File: src/common/swp_pkg.sv
// Package for the sector write protection host controller.
// Assumes a 16-bit asynchronous parallel flash on the far side, clocked at 25 MHz here.
package swp_pkg;
	localparam int CLK_MHZ = 25;
	localparam int UNLOCK_GAP_NS = 1000;
	localparam int UNLOCK_GAP_CYC = (UNLOCK_GAP_NS * CLK_MHZ + 999) / 1000;
	localparam int BUS_PULSE_CYC = 3;
	localparam int ADDR_W = 26;
	localparam int SECTOR_LSB = 16;
	// Register offsets (byte addresses)
	localparam logic [7:0] REG_CMD = 8'h00;
	localparam logic [7:0] REG_ADDR = 8'h04;
	localparam logic [7:0] REG_WDATA = 8'h08;
	localparam logic [7:0] REG_STATUS = 8'h0C;
	localparam logic [7:0] REG_RDATA = 8'h10;
	localparam logic [7:0] REG_PWD_LO = 8'h14;
	localparam logic [7:0] REG_PWD_HI = 8'h18;
	// Lock register field positions
	localparam int LOCK_PERSIST_BIT = 1;
	localparam int LOCK_PASSWD_BIT = 2;
	// Host operation codes written into REG_CMD
	typedef enum logic [3:0] {
		SWP_OP_NONE = 4'h0,
		SWP_OP_LOCK_PROG = 4'h1,
		SWP_OP_GUARD_PROG = 4'h2,
		SWP_OP_GUARD_ERASE = 4'h3,
		SWP_OP_VGUARD_SET = 4'h4,
		SWP_OP_VGUARD_CLR = 4'h5,
		SWP_OP_FREEZE_SET = 4'h6,
		SWP_OP_PWD_UNLOCK = 4'h7,
		SWP_OP_PWD_PROG = 4'h8,
		SWP_OP_STAT_READ = 4'h9,
		SWP_OP_EXIT = 4'hA,
		SWP_OP_RAW_WRITE = 4'hB
	} swp_op_t;
	localparam logic [15:0] CMD_EXIT0 = 16'h0090;
	localparam logic [15:0] CMD_EXIT1 = 16'h0000;
	localparam logic [3:0] ERR_BOTH_LOCK = 4'h1;
	localparam logic [3:0] ERR_PWD_LOCKED = 4'h2;
	localparam logic [3:0] ERR_PWD_ONE = 4'h3;
endpackage : swp_pkg

File: src/common/swp_bus_if.sv
// Interface between the sequencer and the flash bus cycle engine.
// Assumes both ends run on pclk.
`timescale 1ns/10ps
`default_nettype none
interface swp_bus_if;
	logic req;
	logic wr;
	logic [swp_pkg::ADDR_W-1:0] addr;
	logic [15:0] wdata;
	logic done;
	logic [15:0] rdata;
	modport seq (output req, output wr, output addr, output wdata, input done, input rdata);
	modport eng (input req, input wr, input addr, input wdata, output done, output rdata);
endinterface : swp_bus_if
`default_nettype wire

File: src/hdl/swp_bus_eng.sv
// Flash asynchronous bus cycle engine: one write or read per request.
// Assumes the flash tolerates strobes of BUS_PULSE_CYC pclk periods.
`timescale 1ns/10ps
`default_nettype none
module swp_bus_eng (
	input wire logic pclk,
	input wire logic presetn,
	swp_bus_if.eng bus,
	input wire logic [15:0] dq_in_s,
	output logic [swp_pkg::ADDR_W-1:0] fl_addr,
	output logic [15:0] fl_dq_out,
	output logic fl_dq_oe,
	output logic fl_ce_n,
	output logic fl_we_n,
	output logic fl_oe_n
);
	typedef enum logic [1:0] {
		SWP_E_IDLE = 2'b00,
		SWP_E_STROBE = 2'b01,
		SWP_E_DONE = 2'b10
	} swp_e_t;
	swp_e_t st_r, st_nxt;
	logic [1:0] cnt_r, cnt_nxt;
	logic [15:0] rd_r, rd_nxt;
	logic done_r, done_nxt;
	always_comb begin
		st_nxt = st_r;
		cnt_nxt = cnt_r;
		rd_nxt = rd_r;
		done_nxt = 1'b0;
		case (st_r)
			SWP_E_IDLE: begin
				if (bus.req) begin
					st_nxt = SWP_E_STROBE;
					cnt_nxt = 2'(swp_pkg::BUS_PULSE_CYC - 1);
				end
			end
			SWP_E_STROBE: begin
				if (cnt_r == 2'h0) begin
					rd_nxt = dq_in_s;
					done_nxt = 1'b1;
					st_nxt = SWP_E_DONE;
				end else begin
					cnt_nxt = cnt_r - 2'h1;
				end
			end
			SWP_E_DONE: st_nxt = SWP_E_IDLE;
			default: st_nxt = SWP_E_IDLE;
		endcase
	end
	always_ff @(posedge pclk or negedge presetn) begin
		if (!presetn) begin
			st_r <= SWP_E_IDLE;
			cnt_r <= 2'h0;
			rd_r <= 16'h0000;
			done_r <= 1'b0;
			fl_addr <= '0;
			fl_dq_out <= 16'h0000;
			fl_dq_oe <= 1'b0;
			fl_ce_n <= 1'b1;
			fl_we_n <= 1'b1;
			fl_oe_n <= 1'b1;
		end else begin
			st_r <= st_nxt;
			cnt_r <= cnt_nxt;
			rd_r <= rd_nxt;
			done_r <= done_nxt;
			// Address and data are loaded on the same edge that the strobe falls and hold through it
			if (st_r == SWP_E_IDLE && bus.req) begin
				fl_addr <= bus.addr;
				fl_dq_out <= bus.wdata;
				fl_dq_oe <= bus.wr;
			end
			if (st_nxt == SWP_E_IDLE) begin
				fl_dq_oe <= 1'b0;
			end
			fl_ce_n <= !(st_nxt == SWP_E_STROBE);
			fl_we_n <= !(st_nxt == SWP_E_STROBE && fl_dq_oe_next(st_r, bus.req, bus.wr, fl_dq_oe));
			fl_oe_n <= !(st_nxt == SWP_E_STROBE && !fl_dq_oe_next(st_r, bus.req, bus.wr, fl_dq_oe));
		end
	end
	function automatic logic fl_dq_oe_next(swp_e_t s, logic rq, logic w, logic cur);
		fl_dq_oe_next = (s == SWP_E_IDLE && rq) ? w : cur;
	endfunction : fl_dq_oe_next
	assign bus.done = done_r;
	assign bus.rdata = rd_r;
endmodule : swp_bus_eng
`default_nettype wire

File: src/hdl/swp_host.sv
// Host controller for the flash sector write protection feature, APB slave.
// Assumes a 16-bit flash with sector select on the top address bits.
//
// Design decisions made here: the register offsets and register access over APB.
`timescale 1ns/10ps
`default_nettype none
module swp_host (
	input wire logic pclk,
	input wire logic presetn,
	input wire logic psel,
	input wire logic penable,
	input wire logic pwrite,
	input wire logic [7:0] paddr,
	input wire logic [31:0] pwdata,
	output logic [31:0] prdata,
	output logic pready,
	output logic pslverr,
	input wire logic [15:0] fl_dq_in,
	output logic [15:0] fl_dq_out,
	output logic fl_dq_oe,
	output logic [swp_pkg::ADDR_W-1:0] fl_addr,
	output logic fl_ce_n,
	output logic fl_we_n,
	output logic fl_oe_n
);
	typedef enum logic [2:0] {
		SWP_S_IDLE = 3'b000,
		SWP_S_ISSUE = 3'b001,
		SWP_S_WAIT = 3'b010,
		SWP_S_EXIT0 = 3'b011,
		SWP_S_EXIT1 = 3'b100,
		SWP_S_GAP = 3'b101
	} swp_s_t;
	swp_bus_if bus ();
	logic [15:0] dq_s;
	genvar gi;
	generate
		for (gi = 0; gi < 16; gi++) begin : g_sync
			swp_sync u_sync (.pclk(pclk), .presetn(presetn), .d(fl_dq_in[gi]), .q(dq_s[gi]));
		end
	endgenerate
	swp_bus_eng u_eng (
		.pclk(pclk),
		.presetn(presetn),
		.bus(bus),
		.dq_in_s(dq_s),
		.fl_addr(fl_addr),
		.fl_dq_out(fl_dq_out),
		.fl_dq_oe(fl_dq_oe),
		.fl_ce_n(fl_ce_n),
		.fl_we_n(fl_we_n),
		.fl_oe_n(fl_oe_n)
	);
	swp_s_t st_r, st_nxt;
	logic [3:0] op_r, op_nxt;
	logic [swp_pkg::ADDR_W-1:0] addr_r, addr_nxt;
	logic [15:0] wdata_r, wdata_nxt;
	logic [15:0] rdata_r, rdata_nxt;
	logic [31:0] pwd_lo_r, pwd_lo_nxt, pwd_hi_r, pwd_hi_nxt;
	logic [1:0] word_r, word_nxt;
	logic [5:0] gap_r, gap_nxt;
	logic [3:0] err_r, err_nxt;
	logic busy_r, busy_nxt;
	logic lock_seen_r, lock_seen_nxt;
	logic [31:0] prdata_nxt;
	logic pready_nxt, pslverr_nxt;
	logic breq, bwr;
	logic [swp_pkg::ADDR_W-1:0] baddr;
	logic [15:0] bwdata;
	logic setup, wr_cmd, last_word;
	function automatic logic [15:0] pwd_word(logic [31:0] lo, logic [31:0] hi, logic [1:0] i);
		case (i)
			2'd0: pwd_word = lo[15:0];
			2'd1: pwd_word = lo[31:16];
			2'd2: pwd_word = hi[15:0];
			default: pwd_word = hi[31:16];
		endcase
	endfunction : pwd_word
	function automatic logic is_pwd_op(logic [3:0] o);
		is_pwd_op = (o == swp_pkg::SWP_OP_PWD_UNLOCK) || (o == swp_pkg::SWP_OP_PWD_PROG);
	endfunction : is_pwd_op
	assign setup = psel && !penable;
	assign wr_cmd = setup && pwrite && (paddr == swp_pkg::REG_CMD) && !busy_r;
	assign last_word = (word_r == 2'd3) || !is_pwd_op(op_r);
	always_comb begin
		st_nxt = st_r;
		op_nxt = op_r;
		addr_nxt = addr_r;
		wdata_nxt = wdata_r;
		rdata_nxt = rdata_r;
		pwd_lo_nxt = pwd_lo_r;
		pwd_hi_nxt = pwd_hi_r;
		word_nxt = word_r;
		gap_nxt = (gap_r != 6'd0) ? gap_r - 6'd1 : 6'd0;
		err_nxt = err_r;
		busy_nxt = busy_r;
		lock_seen_nxt = lock_seen_r;
		breq = 1'b0;
		bwr = 1'b1;
		baddr = addr_r;
		bwdata = wdata_r;
		prdata_nxt = 32'h0000_0000;
		pready_nxt = 1'b0;
		pslverr_nxt = 1'b0;
		// APB slave: answers one cycle after setup
		if (setup) begin
			pready_nxt = 1'b1;
			if (pwrite) begin
				case (paddr)
					swp_pkg::REG_CMD: begin
						if (busy_r) begin
							pslverr_nxt = 1'b1;
						end
					end
					swp_pkg::REG_ADDR: addr_nxt = pwdata[swp_pkg::ADDR_W-1:0];
					swp_pkg::REG_WDATA: wdata_nxt = pwdata[15:0];
					swp_pkg::REG_PWD_LO: pwd_lo_nxt = pwdata;
					swp_pkg::REG_PWD_HI: pwd_hi_nxt = pwdata;
					default: pslverr_nxt = 1'b1;
				endcase
			end else begin
				case (paddr)
					swp_pkg::REG_ADDR: prdata_nxt = 32'(addr_r);
					swp_pkg::REG_WDATA: prdata_nxt = {16'h0000, wdata_r};
					swp_pkg::REG_STATUS: prdata_nxt = {23'h0, lock_seen_r, err_r, op_r[2:0], busy_r};
					swp_pkg::REG_RDATA: prdata_nxt = {16'h0000, rdata_r};
					swp_pkg::REG_PWD_LO, swp_pkg::REG_PWD_HI, swp_pkg::REG_CMD: prdata_nxt = 32'h0;
					default: pslverr_nxt = 1'b1;
				endcase
			end
		end
		if (wr_cmd) begin
			op_nxt = pwdata[3:0];
			word_nxt = 2'd0;
			err_nxt = 4'h0;
			busy_nxt = 1'b1;
			st_nxt = SWP_S_ISSUE;
			// Refuse both mode locks in one program
			if (pwdata[3:0] == swp_pkg::SWP_OP_LOCK_PROG &&
			    !wdata_r[swp_pkg::LOCK_PERSIST_BIT] && !wdata_r[swp_pkg::LOCK_PASSWD_BIT]) begin
				err_nxt = swp_pkg::ERR_BOTH_LOCK;
				busy_nxt = 1'b0;
				st_nxt = SWP_S_IDLE;
			end
			// Once password mode is locked no password program is sent
			if (pwdata[3:0] == swp_pkg::SWP_OP_PWD_PROG && lock_seen_r) begin
				err_nxt = swp_pkg::ERR_PWD_LOCKED;
				busy_nxt = 1'b0;
				st_nxt = SWP_S_IDLE;
			end
			// Password may only be driven from 1 to 0
			if (pwdata[3:0] == swp_pkg::SWP_OP_PWD_PROG && pwd_lo_r == 32'hFFFF_FFFF &&
			    pwd_hi_r == 32'hFFFF_FFFF) begin
				err_nxt = swp_pkg::ERR_PWD_ONE;
				busy_nxt = 1'b0;
				st_nxt = SWP_S_IDLE;
			end
		end
		case (st_r)
			SWP_S_IDLE: ;
			SWP_S_ISSUE: begin
				// Unlocks are spaced at least 1 us apart
				if (!(op_r == swp_pkg::SWP_OP_PWD_UNLOCK && gap_r != 6'd0)) begin
					breq = 1'b1;
					bwr = (op_r != swp_pkg::SWP_OP_STAT_READ);
					if (is_pwd_op(op_r)) begin
						// Only A1-A0 select the password word
						baddr = {addr_r[swp_pkg::ADDR_W-1:2], word_r};
						bwdata = pwd_word(pwd_lo_r, pwd_hi_r, word_r);
					end else begin
						// Sector select bits ride with the guard program
						baddr = addr_r;
					end
					st_nxt = SWP_S_WAIT;
				end
			end
			SWP_S_WAIT: begin
				if (bus.done) begin
					if (!bwr_is_write(op_r)) begin
						rdata_nxt = bus.rdata;
					end
					if (op_r == swp_pkg::SWP_OP_LOCK_PROG && !wdata_r[swp_pkg::LOCK_PASSWD_BIT]) begin
						lock_seen_nxt = 1'b1;
					end
					if (!last_word) begin
						word_nxt = word_r + 2'd1;
						st_nxt = SWP_S_ISSUE;
					end else if (op_r == swp_pkg::SWP_OP_PWD_UNLOCK) begin
						gap_nxt = 6'(swp_pkg::UNLOCK_GAP_CYC);
						st_nxt = SWP_S_GAP;
					end else if (op_r == swp_pkg::SWP_OP_GUARD_PROG ||
					             op_r == swp_pkg::SWP_OP_GUARD_ERASE ||
					             op_r == swp_pkg::SWP_OP_LOCK_PROG) begin
						st_nxt = SWP_S_EXIT0;
					end else begin
						busy_nxt = 1'b0;
						st_nxt = SWP_S_IDLE;
					end
				end
			end
			SWP_S_GAP: begin
				// Device needs about 1 us before the unlock takes effect
				if (gap_r == 6'd0) begin
					busy_nxt = 1'b0;
					st_nxt = SWP_S_IDLE;
				end
			end
			SWP_S_EXIT0: begin
				breq = !bus.done;
				bwdata = swp_pkg::CMD_EXIT0;
				if (bus.done) begin
					st_nxt = SWP_S_EXIT1;
				end
			end
			SWP_S_EXIT1: begin
				breq = !bus.done;
				bwdata = swp_pkg::CMD_EXIT1;
				if (bus.done) begin
					busy_nxt = 1'b0;
					st_nxt = SWP_S_IDLE;
				end
			end
			default: st_nxt = SWP_S_IDLE;
		endcase
	end
	function automatic logic bwr_is_write(logic [3:0] o);
		bwr_is_write = (o != swp_pkg::SWP_OP_STAT_READ);
	endfunction : bwr_is_write
	logic req_r;
	always_ff @(posedge pclk or negedge presetn) begin
		if (!presetn) begin
			req_r <= 1'b0;
		end else begin
			req_r <= breq && !req_r && !bus.done;
		end
	end
	assign bus.req = req_r;
	always_ff @(posedge pclk or negedge presetn) begin
		if (!presetn) begin
			bus.wr <= 1'b0;
			bus.addr <= '0;
			bus.wdata <= 16'h0000;
		end else if (breq) begin
			bus.wr <= bwr;
			bus.addr <= baddr;
			bus.wdata <= bwdata;
		end
	end
	always_ff @(posedge pclk or negedge presetn) begin
		if (!presetn) begin
			st_r <= SWP_S_IDLE;
			op_r <= 4'h0;
			addr_r <= '0;
			wdata_r <= 16'hFFFF;
			rdata_r <= 16'h0000;
			pwd_lo_r <= 32'hFFFF_FFFF;
			pwd_hi_r <= 32'hFFFF_FFFF;
			word_r <= 2'd0;
			gap_r <= 6'd0;
			err_r <= 4'h0;
			busy_r <= 1'b0;
			lock_seen_r <= 1'b0;
			prdata <= 32'h0000_0000;
			pready <= 1'b0;
			pslverr <= 1'b0;
		end else begin
			st_r <= st_nxt;
			op_r <= op_nxt;
			addr_r <= addr_nxt;
			wdata_r <= wdata_nxt;
			rdata_r <= rdata_nxt;
			pwd_lo_r <= pwd_lo_nxt;
			pwd_hi_r <= pwd_hi_nxt;
			word_r <= word_nxt;
			gap_r <= gap_nxt;
			err_r <= err_nxt;
			busy_r <= busy_nxt;
			lock_seen_r <= lock_seen_nxt;
			prdata <= prdata_nxt;
			pready <= pready_nxt;
			pslverr <= pslverr_nxt;
		end
	end
endmodule : swp_host
`default_nettype wire

File: src/hdl/swp_sync.sv
// Two-flop synchroniser for a pin input.
// Assumes the input is asynchronous to pclk.
`timescale 1ns/10ps
`default_nettype none
module swp_sync (
	input wire logic pclk,
	input wire logic presetn,
	input wire logic d,
	output logic q
);
	logic meta_r;
	always_ff @(posedge pclk or negedge presetn) begin
		if (!presetn) begin
			meta_r <= 1'b0;
			q <= 1'b0;
		end else begin
			meta_r <= d;
			q <= meta_r;
		end
	end
endmodule : swp_sync
`default_nettype wire
File: config.mk
export PLATFORM = sky130hd
export DESIGN_NAME = swp_host
export DESIGN_NICKNAME = d
export VERILOG_FILES = /design/src/common/swp_pkg.sv /design/src/common/swp_bus_if.sv /design/src/hdl/swp_bus_eng.sv /design/src/hdl/swp_host.sv /design/src/hdl/swp_sync.sv
export SDC_FILE = /design/constraint.sdc
export NUM_CORES = 1
export LEC_CHECK = 0
export ABC_AREA = 1
export BUFFER_PORTS_ARGS = -buffer_cell sky130_fd_sc_hd__buf_4
export CAP_MARGIN = 5
export CORE_UTILIZATION = 50
export CTS_BUF_LIST = sky130_fd_sc_hd__clkbuf_8
export CTS_CLUSTER_SIZE = 25
export DETAILED_ROUTE_END_ITERATION = 10
export PLACE_DENSITY = 0.7
export SYNTH_ARGS = -nofsm -noshare
export SYNTH_HDL_FRONTEND = slang
export SYNTH_SLANG_ARGS = --single-unit
File: constraint.sdc
create_clock -name pclk -period 2 [get_ports pclk]
set_input_delay 0 -clock pclk [delete_from_list [all_inputs] [get_ports pclk]]
set_output_delay 0 -clock pclk [all_outputs]
set_load 0.03 [all_outputs]
==> results of run 1 <==
layer usage:
layer | global-route usage (%) | vias to the layer above
met1 | 36.6 | 4866
li1 | - | 4791
met3 | 4.13 | 78
met5 | 0 | -
met4 | 9.99 | 0
met2 | 42.2 | 416
kinds of logic (layout without fill, tap and decap cells):
logic type      Yosys count  count (layout)  share of synthesized area [%]
other cells               1               6                         0.0295
compound gates          304             304                           13.0
flops                   312             312                           62.2
fa+ha+maj                 6               6                          0.590
xor+xnor                  1               1                         0.0689
simple gates            507             507                           16.3
buf+inv                 183             438                           6.17
mux                      19              19                           1.67
power by group through the flow:
stage | clock (W) | sequential (W) | combinational (W)
after floorplan | 0 | 0.00732 | 0.000886
after global placement | 0 | 0.00732 | 0.00171
after detailed placement | 0 | 0.00734 | 0.00176
after CTS | 0.00551 | 0.00723 | 0.00188
after global routing | 0.00579 | 0.00728 | 0.00211
final | 0.00541 | 0.00724 | 0.00189
final cells by class:
cell class	instances	area share (%)
Clock inverter	28	0.945
Clock buffer	63	5.45
Sequential cell	312	49.8
Multi-Input combinational cell	843	25.5
Timing Repair Buffer	232	13.0
Tap cell	324	2.55
Inverter	115	2.72
stage by stage:
| stage | worst slack, ps | instances | util, % |
|---|---|---|---|
| 2_1_floorplan | 377 | 1338 | - |
| 3_3_place_gp | 179 | 1761 | 57.6 |
| 3_5_place_dp | 126 | 1761 | 57.6 |
| 4_1_cts | 80.2 | 1913 | 64.3 |
| 5_1_grt | 11.4 | 1917 | 64.6 |
| 6_report | 117 | 1917 | 64.6 |
cells in the final DEF, fill, tap and decap left out, types with 13 or more instances in the layout:
cell	n
a21oi_1	36
a31oi_1	13
buf_4	157
clkbuf_8	63
dfrtp_1	229
dfstp_2	83
dlygate4sd3_1	60
inv_1	129
mux2_2	18
nand2_1	364
nand3_1	34
nor2_1	72
o211ai_1	16
o21ai_0	184
o21ai_1	31
worst paths after layout:
path,slack (ps),to,start
worst max-delay path,120,bus.wdata[7]$_DFFE_PN0P_,gap_r[0]$_DFF_PN0_
worst min register to register,350,g_sync[6].u_sync.q$_DFF_PN0_,g_sync[6].u_sync.meta_r$_DFF_PN0_
worst min-delay path,50,wdata_r[0]$_DFFE_PN1P_,presetn
min in group pclk,50,pslverr$_DFF_PN0_,paddr[7]
worst max register to register,120,bus.wdata[7]$_DFFE_PN0P_,gap_r[0]$_DFF_PN0_
max in group asynchronous,1440,pwd_lo_r[9]$_DFFE_PN1P_,presetn
sequential cells by signal, summed over array words and instances (netlist names), 2 cells and up:
signal                flops
pwd_hi_r                 32
pwd_lo_r                 32
addr_r                   26
bus.addr                 26
prdata                   26
u_eng.fl_addr            26
bus.wdata                16
g_sync.u_sync.meta_r     16
g_sync.u_sync.q          16
rdata_r                  16
u_eng.bus.rdata          16
u_eng.fl_dq_out          16
wdata_r                  16
gap_r                     6
op_r                      4
st_r                      3
err_r                     2
u_eng.cnt_r               2
u_eng.st_r                2
word_r                    2
worst register-to-register path, cell delays in order, from the launching register on:
cell and delay (ps):
dfrtp_1 360, inv_1 100, ha_1 170, nand2_1 80, nor2_2 140, nand2_2 90
nand2_2 80, nand2_1 90, inv_2 140, buf_12 160, nand2_1 70, o211ai_1 160
a21oi_1 110
what timing repair did:
action                                  in CTS  in global routing
endpoints found under the hold margin      406                  1
hold buffers                                61                  1
setup buffers                                0                  3
resized for setup                            0                  9
endpoints found under the setup margin       0                 55
==> impl_metrics.ini, run 1 <==
[synth]
synth_commonest_cells = 367 x nand2_1, 229 x dfrtp_1, 186 x o21ai_0
syn-cell-area_sq_um = 12700
synth_warnings = 0
synthTopCellsByArea = dfrtp_1 45%, dfstp_2 17%, nand2_1 11%
async_flop_share_pct = 100
yosysMostFrequentCell = nand2_1
syn_inst = 1333
synth-main-ff-cell = dfrtp_1
ys_ff_latch = 312
synth_top_area_share_pct = 45.1
synth_top_cell_by_area = dfrtp_1
synth.distinct_cells = 39
ys_seq_area_share_pct = 62.2
synth_edf_count = 0
synth.avg_cell_area_sq_um = 9.54

[cts]
clock_sinks = 312
cts_tree = yes
clockRootBuffer = clkbuf_8
path_clk_slew_ps = 60
clk_latency_ps = 570
cts_buffer_depth = 3
htree_num_levels = 2
cts_buffers = 50

[die]
top_level_ports = 141
die-width_um = 161
dieArea_sq_um = 26100
initial_core_util_pct = 51.7
core_area_sq_um = 24600
die_h_um = 161
std_cell_rows = 57

[placed_design]
port_buffers = 134
placed_area_sq_um = 14200
hpwl_um = 23000
gp_congestion = 0.940

[global_routing]
grt_pass1_wl_um = 53200
grt_pass1_vias = 9846
grt-ovfl-total = 0
grt_usage_pct = 26.4
antenna_found_initial = 2
grt_max_degree = 65

[setup_path]
cp.arrival_ps = 2330
cp_top_family = simple AND/OR/NAND/NOR gates
path_cells = inv_1, ha_1, nand2_1, nor2_2, nand2_2, nand2_2, nand2_1, inv_2, buf_12, nand2_1, o211ai_1, a21oi_1
crit_type = reg2reg
startpoint_type = register
critPathSlowestCell = dfrtp_1
rr_worst_depth = 12
cp-end-kind = register
required_ps = 2450
crit_top_cell = nand2_1
crit_buf_inv = 3
path_max_fanout = 16
max_stage_delay_ps = 360
path_depth = 12

[drt]
first_iter_violations = 980
drtAntennaViolNets = 0
drc_errors = 0
avgViaCountPerCell = 5.30
wl_per_cell_um = 17.4
vias = 10200
wl_met3_um = 2160
wl_met1_um = 14500
wl_um = 33400
routed-wl-met2_um = 15600
drtPass1Iterations = 6
top_layer = met4

[final_layout]
drive_gt1_share_pct = 23.5
area_growth_pct = 25.0
multi_input_area_sq_um = 4060
nNetsFinal = 1621
num-fill-cells = 2059
regArea_sq_um = 7910
diodes = 0
fin_area_sq_um = 15900

[power]
comb_power_share_pct = 13.0
p_sw_w = 0.00396
p_leak_nw = 7.17
p_clk_share_pct = 37.2
switching_share_pct = 27.2
intPower_w = 0.0106
finalPower_w = 0.0145
vdd_drop_max_v = 0.000655
seq_power_share_pct = 49.8
p_per_area_nw_per_um2 = 915

[status]
status = completed

[timing]
slew_headroom_pct = 64.4
fin_worst_skew_ps = 32.2
fin_tns_setup_ps = 0
timing.final.crit_share_pct = 94.2
rsz0062_at_grt = no
period_needed_ps = 1880
finalSetupViolCount = 0
whs_ps = 48.8
slew_violations = 0
hold_viol = 0
worst_pin_slew_ps = 532
timing.fmax_mhz = 531

[hold_path]
min_path_type = in2async

[flow_run]
max-cap-violations = 0
Power figures use the tool's default switching activity.
==> inputs of run 2 (changes only) <==
--- a/config.mk
+++ b/config.mk
@@ -5,8 +5,8 @@
 export SDC_FILE = /design/constraint.sdc
 export NUM_CORES = 1
 export LEC_CHECK = 0
-export ABC_AREA = 1
-export BUFFER_PORTS_ARGS = -buffer_cell sky130_fd_sc_hd__buf_4
+export ABC_AREA = 0
+export BUFFER_PORTS_ARGS = -buffer_cell sky130_fd_sc_hd__clkbuf_2
 export CAP_MARGIN = 5
 export CORE_UTILIZATION = 50
 export CTS_BUF_LIST = sky130_fd_sc_hd__clkbuf_8
==> impl_metrics.ini, run 2 <==
[status]
status = finished with violations
violations = setup timing

[drt]
wl_um = 31600
drtPass1Iterations = 6
wl_per_cell_um = 19.7
drtAntennaViolNets = 0
vias = 9074
first_iter_violations = 926
drc_errors = 0
avgViaCountPerCell = 5.64

[power]
finalPower_w = 0.0125
p_per_area_nw_per_um2 = 771
p_sw_w = 0.00285
vdd_drop_max_v = 0.000553
seq_power_share_pct = 51.6
comb_power_share_pct = 3.6
intPower_w = 0.00966
switching_share_pct = 22.8
p_clk_share_pct = 44.8
p_leak_nw = 7.92

[timing]
setup_slack_ps = -97.9
period_needed_ps = 2100
slew_headroom_pct = 54.0
slew_violations = 0
timing.fmax_mhz = 477
fin_worst_skew_ps = 23.3
worst_pin_slew_ps = 690
hold_viol = 0
finalSetupViolCount = 17
rsz0062_at_grt = yes
timing.final.crit_share_pct = 105

[global_routing]
grt_pass1_vias = 8986
grt_pass1_wl_um = 49200
antenna_found_initial = 0
grt_usage_pct = 24.3
grt-ovfl-total = 0
grt_max_degree = 71

[final_layout]
num-fill-cells = 1954
multi_input_area_sq_um = 4710
nNetsFinal = 1303
reg.largest.list = pwd_hi_r (32), pwd_lo_r (32)
final_cell_mix = 229 x dfrtp_1, 182 x mux2_2, 133 x clkbuf_2
final_common_cell = dfrtp_1
fin_area_sq_um = 16200
regArea_sq_um = 7910
stdcell_count = 1608
drive_gt1_share_pct = 46.1
diodes = 0
area_growth_pct = 26.5

[placed_design]
place_inst = 1441
hpwl_um = 21000
placed_area_sq_um = 14300
gp_congestion = 0.852
port_buffers = 134

[synth]
synthTopCellsByArea = dfrtp_1 45%, dfstp_2 17%, mux2_2 17%
synth_top_area_share_pct = 44.6
yosysMostFrequentCell = dfrtp_1
ys_ff_latch = 312
synth.distinct_cells = 65
syn_inst = 971
syn-cell-area_sq_um = 12800
synth_mux_area_share_pct = 19.0
synthSimpleGateAreaFrac_pct = 9.74
synth_edf_count = 0
synth_commonest_cells = 229 x dfrtp_1, 193 x mux2_2, 102 x nand2_1
synth_warnings = 0
synth_top_family_by_area = multiplexers
synth-adder-area-share_pct = 0.663
synth_top_cell_by_area = dfrtp_1
async_flop_share_pct = 100
synth-main-ff-cell = dfrtp_1
synth.avg_cell_area_sq_um = 13.2
ys_seq_area_share_pct = 61.6
synth-xor-area-share_pct = 0.205
synth-compound-area-share_pct = 5.97

[setup_path]
reg2reg_to = bus.wdata[2]$_DFFE_PN0P_
rr_worst_depth = 8
cp.arrival_ps = 2560
required_ps = 2460
startpoint_type = register
crit_type = reg2reg
cp-end-kind = register
path_max_fanout = 8
rrSetupSlack_ps = -100
rr_startpoint = gap_r[0]$_DFF_PN0_

[die]
core_area_sq_um = 25200
die-width_um = 162
dieArea_sq_um = 26300
die_h_um = 162
initial_core_util_pct = 51.0
std_cell_rows = 58
top_level_ports = 141

[flow_run]
max-cap-violations = 0

[cts]
cts_buffers = 51
clock_sinks = 312
cts_tree = yes
path_clk_slew_ps = 70
clk_latency_ps = 580
htree_num_levels = 2
clockRootBuffer = clkbuf_8
cts_buffer_depth = 3

[hold_path]
min_path_type = in2reg
min_to = g_sync[9].u_sync.meta_r$_DFF_PN0_
worstHoldStart = fl_dq_in[9]
min_path_cells = 2
==> run 2: cell type report <==
type                       count  share of cell area [%]
tap                          330                    2.54
inverter                      20                   0.485
clock inverter                27                   0.863
multi-input combinational    591                    29.0
sequential                   312                    48.7
timing repair buffer         260                    12.6
clock buffer                  68                    5.76
==> run 2: kinds of logic (layout without fill, tap and decap cells) <==
logic type / count (synthesis) / count (layout)
AO/OA/AOI/OAI: 102 / 102
XOR/XNOR: 3 / 3
adder cells (fa/ha/maj): 7 / 7
buffers and inverters: 73 / 375
flip-flops: 312 / 312
multiplexers: 218 / 218
other: 1 / 6
AND/OR/NAND/NOR: 255 / 255
==> run 2: repair_timing <==
item	CTS	global route
buffers inserted	1	4
gates cloned	0	4
pin swaps	1	7
resized for setup	13	19
hold endpoints to repair	389	0
hold buffers	63	0
setup endpoints to repair	16	52
==> run 2: worst max path at each step <==
stage	from	endpoint	slack, ps	cells past startpoint
finish	gap_r[0]$_DFF_PN0_	bus.wdata[2]$_DFFE_PN0P_	-100	8
global route	gap_r[0]$_DFF_PN0_	bus.wdata[2]$_DFFE_PN0P_	-160	8
CTS	gap_r[0]$_DFF_PN0_	bus.wdata[12]$_DFFE_PN0P_	-50	8
detailed placement	gap_r[0]$_DFF_PN0_	bus.wdata[4]$_DFFE_PN0P_	-90	8
global placement	gap_r[0]$_DFF_PN0_	bus.wdata[11]$_DFFE_PN0P_	-10	8
floorplan	gap_r[0]$_DFF_PN0_	bus.wdata[6]$_DFFE_PN0P_	-50	9
==> run 2: power groups by stage <==
stage	Combinational, W	Sequential (W)	Clock (W)
final	0.000456	0.00645	0.00561
after global placement	0.000351	0.00655	0
after global routing	0.000505	0.00645	0.00606
after CTS	0.000458	0.00645	0.00573
after detailed placement	0.000356	0.00656	0
after floorplan	0.0000882	0.00655	0
==> run 2: through the flow <==
step | TNS, ps | hold WS, ps | utilization (%) | setup WS (ps)
3_5_place_dp | -924 | -48.9 | 56.7 | -86.0
2_1_floorplan | -382 | -296 | - | -47.8
3_3_place_gp | -110 | -49.3 | 56.7 | -12.5
4_1_cts | -565 | 33.3 | 63.7 | -47.4
5_1_grt | -2370 | 53.3 | 64.5 | -161
6_report | -1070 | 75.6 | 64.5 | -97.9
==> run 2: worst max-delay path, stage by stage (launching register included) <==
cell and delay [ps]:
dfrtp_1 400, inv_2 80, ha_4 130, nor3b_4 210
a21boi_2 110, or3_4 470, clkbuf_16 200, mux2i_1 120
mux2_2 280
==> run 2: routing by layer <==
layer | track usage (%) | share of wire, %
met2 | 38.6 | 48
met3 | 4.06 | 6.2
met5 | 0 | 0
met4 | 8.49 | 2.8
met1 | 34.0 | 43
==> inputs of run 3 (changes only) <==
==> constraint.sdc (replaced) <==
create_clock -name pclk -period 2.15 [get_ports pclk]
set_input_delay 0 -clock pclk [delete_from_list [all_inputs] [get_ports pclk]]
set_output_delay 0 -clock pclk [all_outputs]
set_load 0.03 [all_outputs]
==> impl_metrics.ini, run 3 (synthesized netlist as in run 2, its figures left out) <==
[power]
p_sw_w = 0.00256
p_clk_share_pct = 42.9
finalPower_w = 0.0112
vdd_drop_max_v = 0.000641
p_leak_nw = 7.70
p_per_area_nw_per_um2 = 716
seq_power_share_pct = 53.5
intPower_w = 0.00867
comb_power_share_pct = 3.6
switching_share_pct = 22.8

[die]
initial_core_util_pct = 51.0
dieArea_sq_um = 26300
top_level_ports = 141
core_area_sq_um = 25200
die-width_um = 162
die_h_um = 162
std_cell_rows = 58

[placed_design]
gp_congestion = 0.870
port_buffers = 134
hpwl_um = 21100
placed_area_sq_um = 14100

[cts]
clock_sinks = 312
clockRootBuffer = clkbuf_8
cts_buffer_depth = 3
clk_latency_ps = 560
cts_buffers = 49
htree_num_levels = 2
path_clk_slew_ps = 60
cts_tree = yes

[final_layout]
diodes = 0
reg.largest.list = pwd_hi_r (32), pwd_lo_r (32)
fin_area_sq_um = 15700
final_common_cell = dfrtp_1
num-fill-cells = 1953
final_cell_mix = 229 x dfrtp_1, 193 x mux2_2, 133 x clkbuf_2
regArea_sq_um = 7910
drive_gt1_share_pct = 43.5
area_growth_pct = 22.3
multi_input_area_sq_um = 4630
nNetsFinal = 1278

[setup_path]
rrSetupSlack_ps = 100
rr_startpoint = gap_r[0]$_DFF_PN0_
cp-end-kind = register
crit_path_end = prdata[1]$_DFF_PN0_
crit_type = in2reg
cp.arrival_ps = 2570
crit_start = paddr[4]
required_ps = 2610
crit_buf_inv = 4
max_stage_delay_ps = 650
cp_top_family = buffers and inverters
crit_top_cell = dlygate4sd3_1
path_depth = 9
path_cells = dlygate4sd3_1, clkbuf_2, nor4_4, dlygate4sd3_1, nand2_1, nor2_2, buf_4, a222oi_1, a21oi_1
reg2reg_to = bus.wdata[6]$_DFFE_PN0P_
critPathSlowestCell = dlygate4sd3_1
path_max_fanout = 7
rr_worst_depth = 8
startpoint_type = primary input

[status]
status = completed

[timing]
timing.final.crit_share_pct = 98.1
period_needed_ps = 2110
timing.fmax_mhz = 474
fin_worst_skew_ps = 15.3
worst_pin_slew_ps = 660
finalSetupViolCount = 0
slew_headroom_pct = 56.0
slew_violations = 0
hold_viol = 0

[drt]
vias = 8891
avgViaCountPerCell = 5.62
first_iter_violations = 779
drc_errors = 0
wl_um = 30700
wl_per_cell_um = 19.4
drtPass1Iterations = 6
drtAntennaViolNets = 0

[global_routing]
grt-ovfl-total = 0
grt_pass1_wl_um = 49500
grt_pass1_vias = 9082
grt_max_degree = 81
grt_usage_pct = 24.1
antenna_found_initial = 1

[flow_run]
max-cap-violations = 0

[hold_path]
min_path_type = in2async
==> run 3: changes by cell type in the layout (fill, tap and decap cells not counted), sizes merged <==
cell	before	now
clkbuf	205	193
buf	61	43
clkinvlp	2	0
dlygate4sd3	62	61
inv	32	45
clkinv	13	7
==> run 3: worst min-delay path by stage <==
stage | start | endpoint | slack, ps | depth (start not counted)
3_5_place_dp | presetn | u_eng.fl_addr[20]$_DFFE_PN0P_ | 30 | 1
4_1_cts | paddr[1] | op_r[2]$_DFFE_PN0P_ | 30 | 6
3_3_place_gp | presetn | u_eng.fl_addr[21]$_DFFE_PN0P_ | 30 | 1
2_1_floorplan | presetn | addr_r[0]$_DFFE_PN0P_ | -300 | 0
6_report | presetn | u_eng.fl_addr[21]$_DFFE_PN0P_ | 20 | 2
5_1_grt | presetn | u_eng.fl_addr[21]$_DFFE_PN0P_ | 60 | 2
==> run 3: metal layers <==
layer  GRT usage [%]  share of wire [%]  up-vias
met4            8.19                3.0        2
met5               0              0.042        -
met2            38.9                 47      347
met1            33.5                 44     4479
met3            3.50                5.6       76
li1                -                  -     3987
==> run 3: what timing repair did <==
| item | CTS | global route |
|---|---|---|
| hold buffers | 61 | 0 |
| setup endpoints to repair | 0 | 22 |
| hold endpoints to repair | 393 | 0 |
| gates resized for setup | 0 | 7 |
| buffers inserted | 0 | 0 |
==> run 3: final cells by class <==
cell class                 instances  area share, %
timing repair buffer             237           10.8
clock inverter                    32          0.964
sequential                       312           50.4
inverter                          20          0.478
multi-input combinational        591           29.5
clock buffer                      60           5.26
tap                              330           2.63
==> run 3: stage by stage <==
stage / std cells / setup TNS (ps) / worst slack (ps) / util [%] / hold slack (ps)
after floorplan: 976 / 0 / 70.2 / - / -296
after global placement: 1429 / 0 / 126 / 55.9 / 27.0
after detailed placement: 1429 / 0 / 75.7 / 55.9 / 25.0
after CTS: 1582 / 0 / 38.3 / 62.2 / 31.2
after global routing: 1582 / -9.28 / -5.23 / 62.4 / 57.8
final: 1582 / 0 / 40.6 / 62.4 / 20.0
==> run 3: worst register-to-register path, stage by stage, from the launching register on <==
cell	delay [ps]
dfrtp_1	400
inv_1	70
ha_1	180
nor3b_4	210
a21boi_2	110
or3_4	390
buf_12	170
mux2i_1	140
mux2_2	270
==> run 3: power groups by stage <==
stage | sequential (W) | clock [W] | combinational, W
floorplan | 0.00609 | 0 | 0.0000821
global placement | 0.00610 | 0 | 0.000321
detailed placement | 0.00610 | 0 | 0.000325
CTS | 0.00600 | 0.00494 | 0.000411
global route | 0.00601 | 0.00524 | 0.000452
finish | 0.00601 | 0.00482 | 0.000409
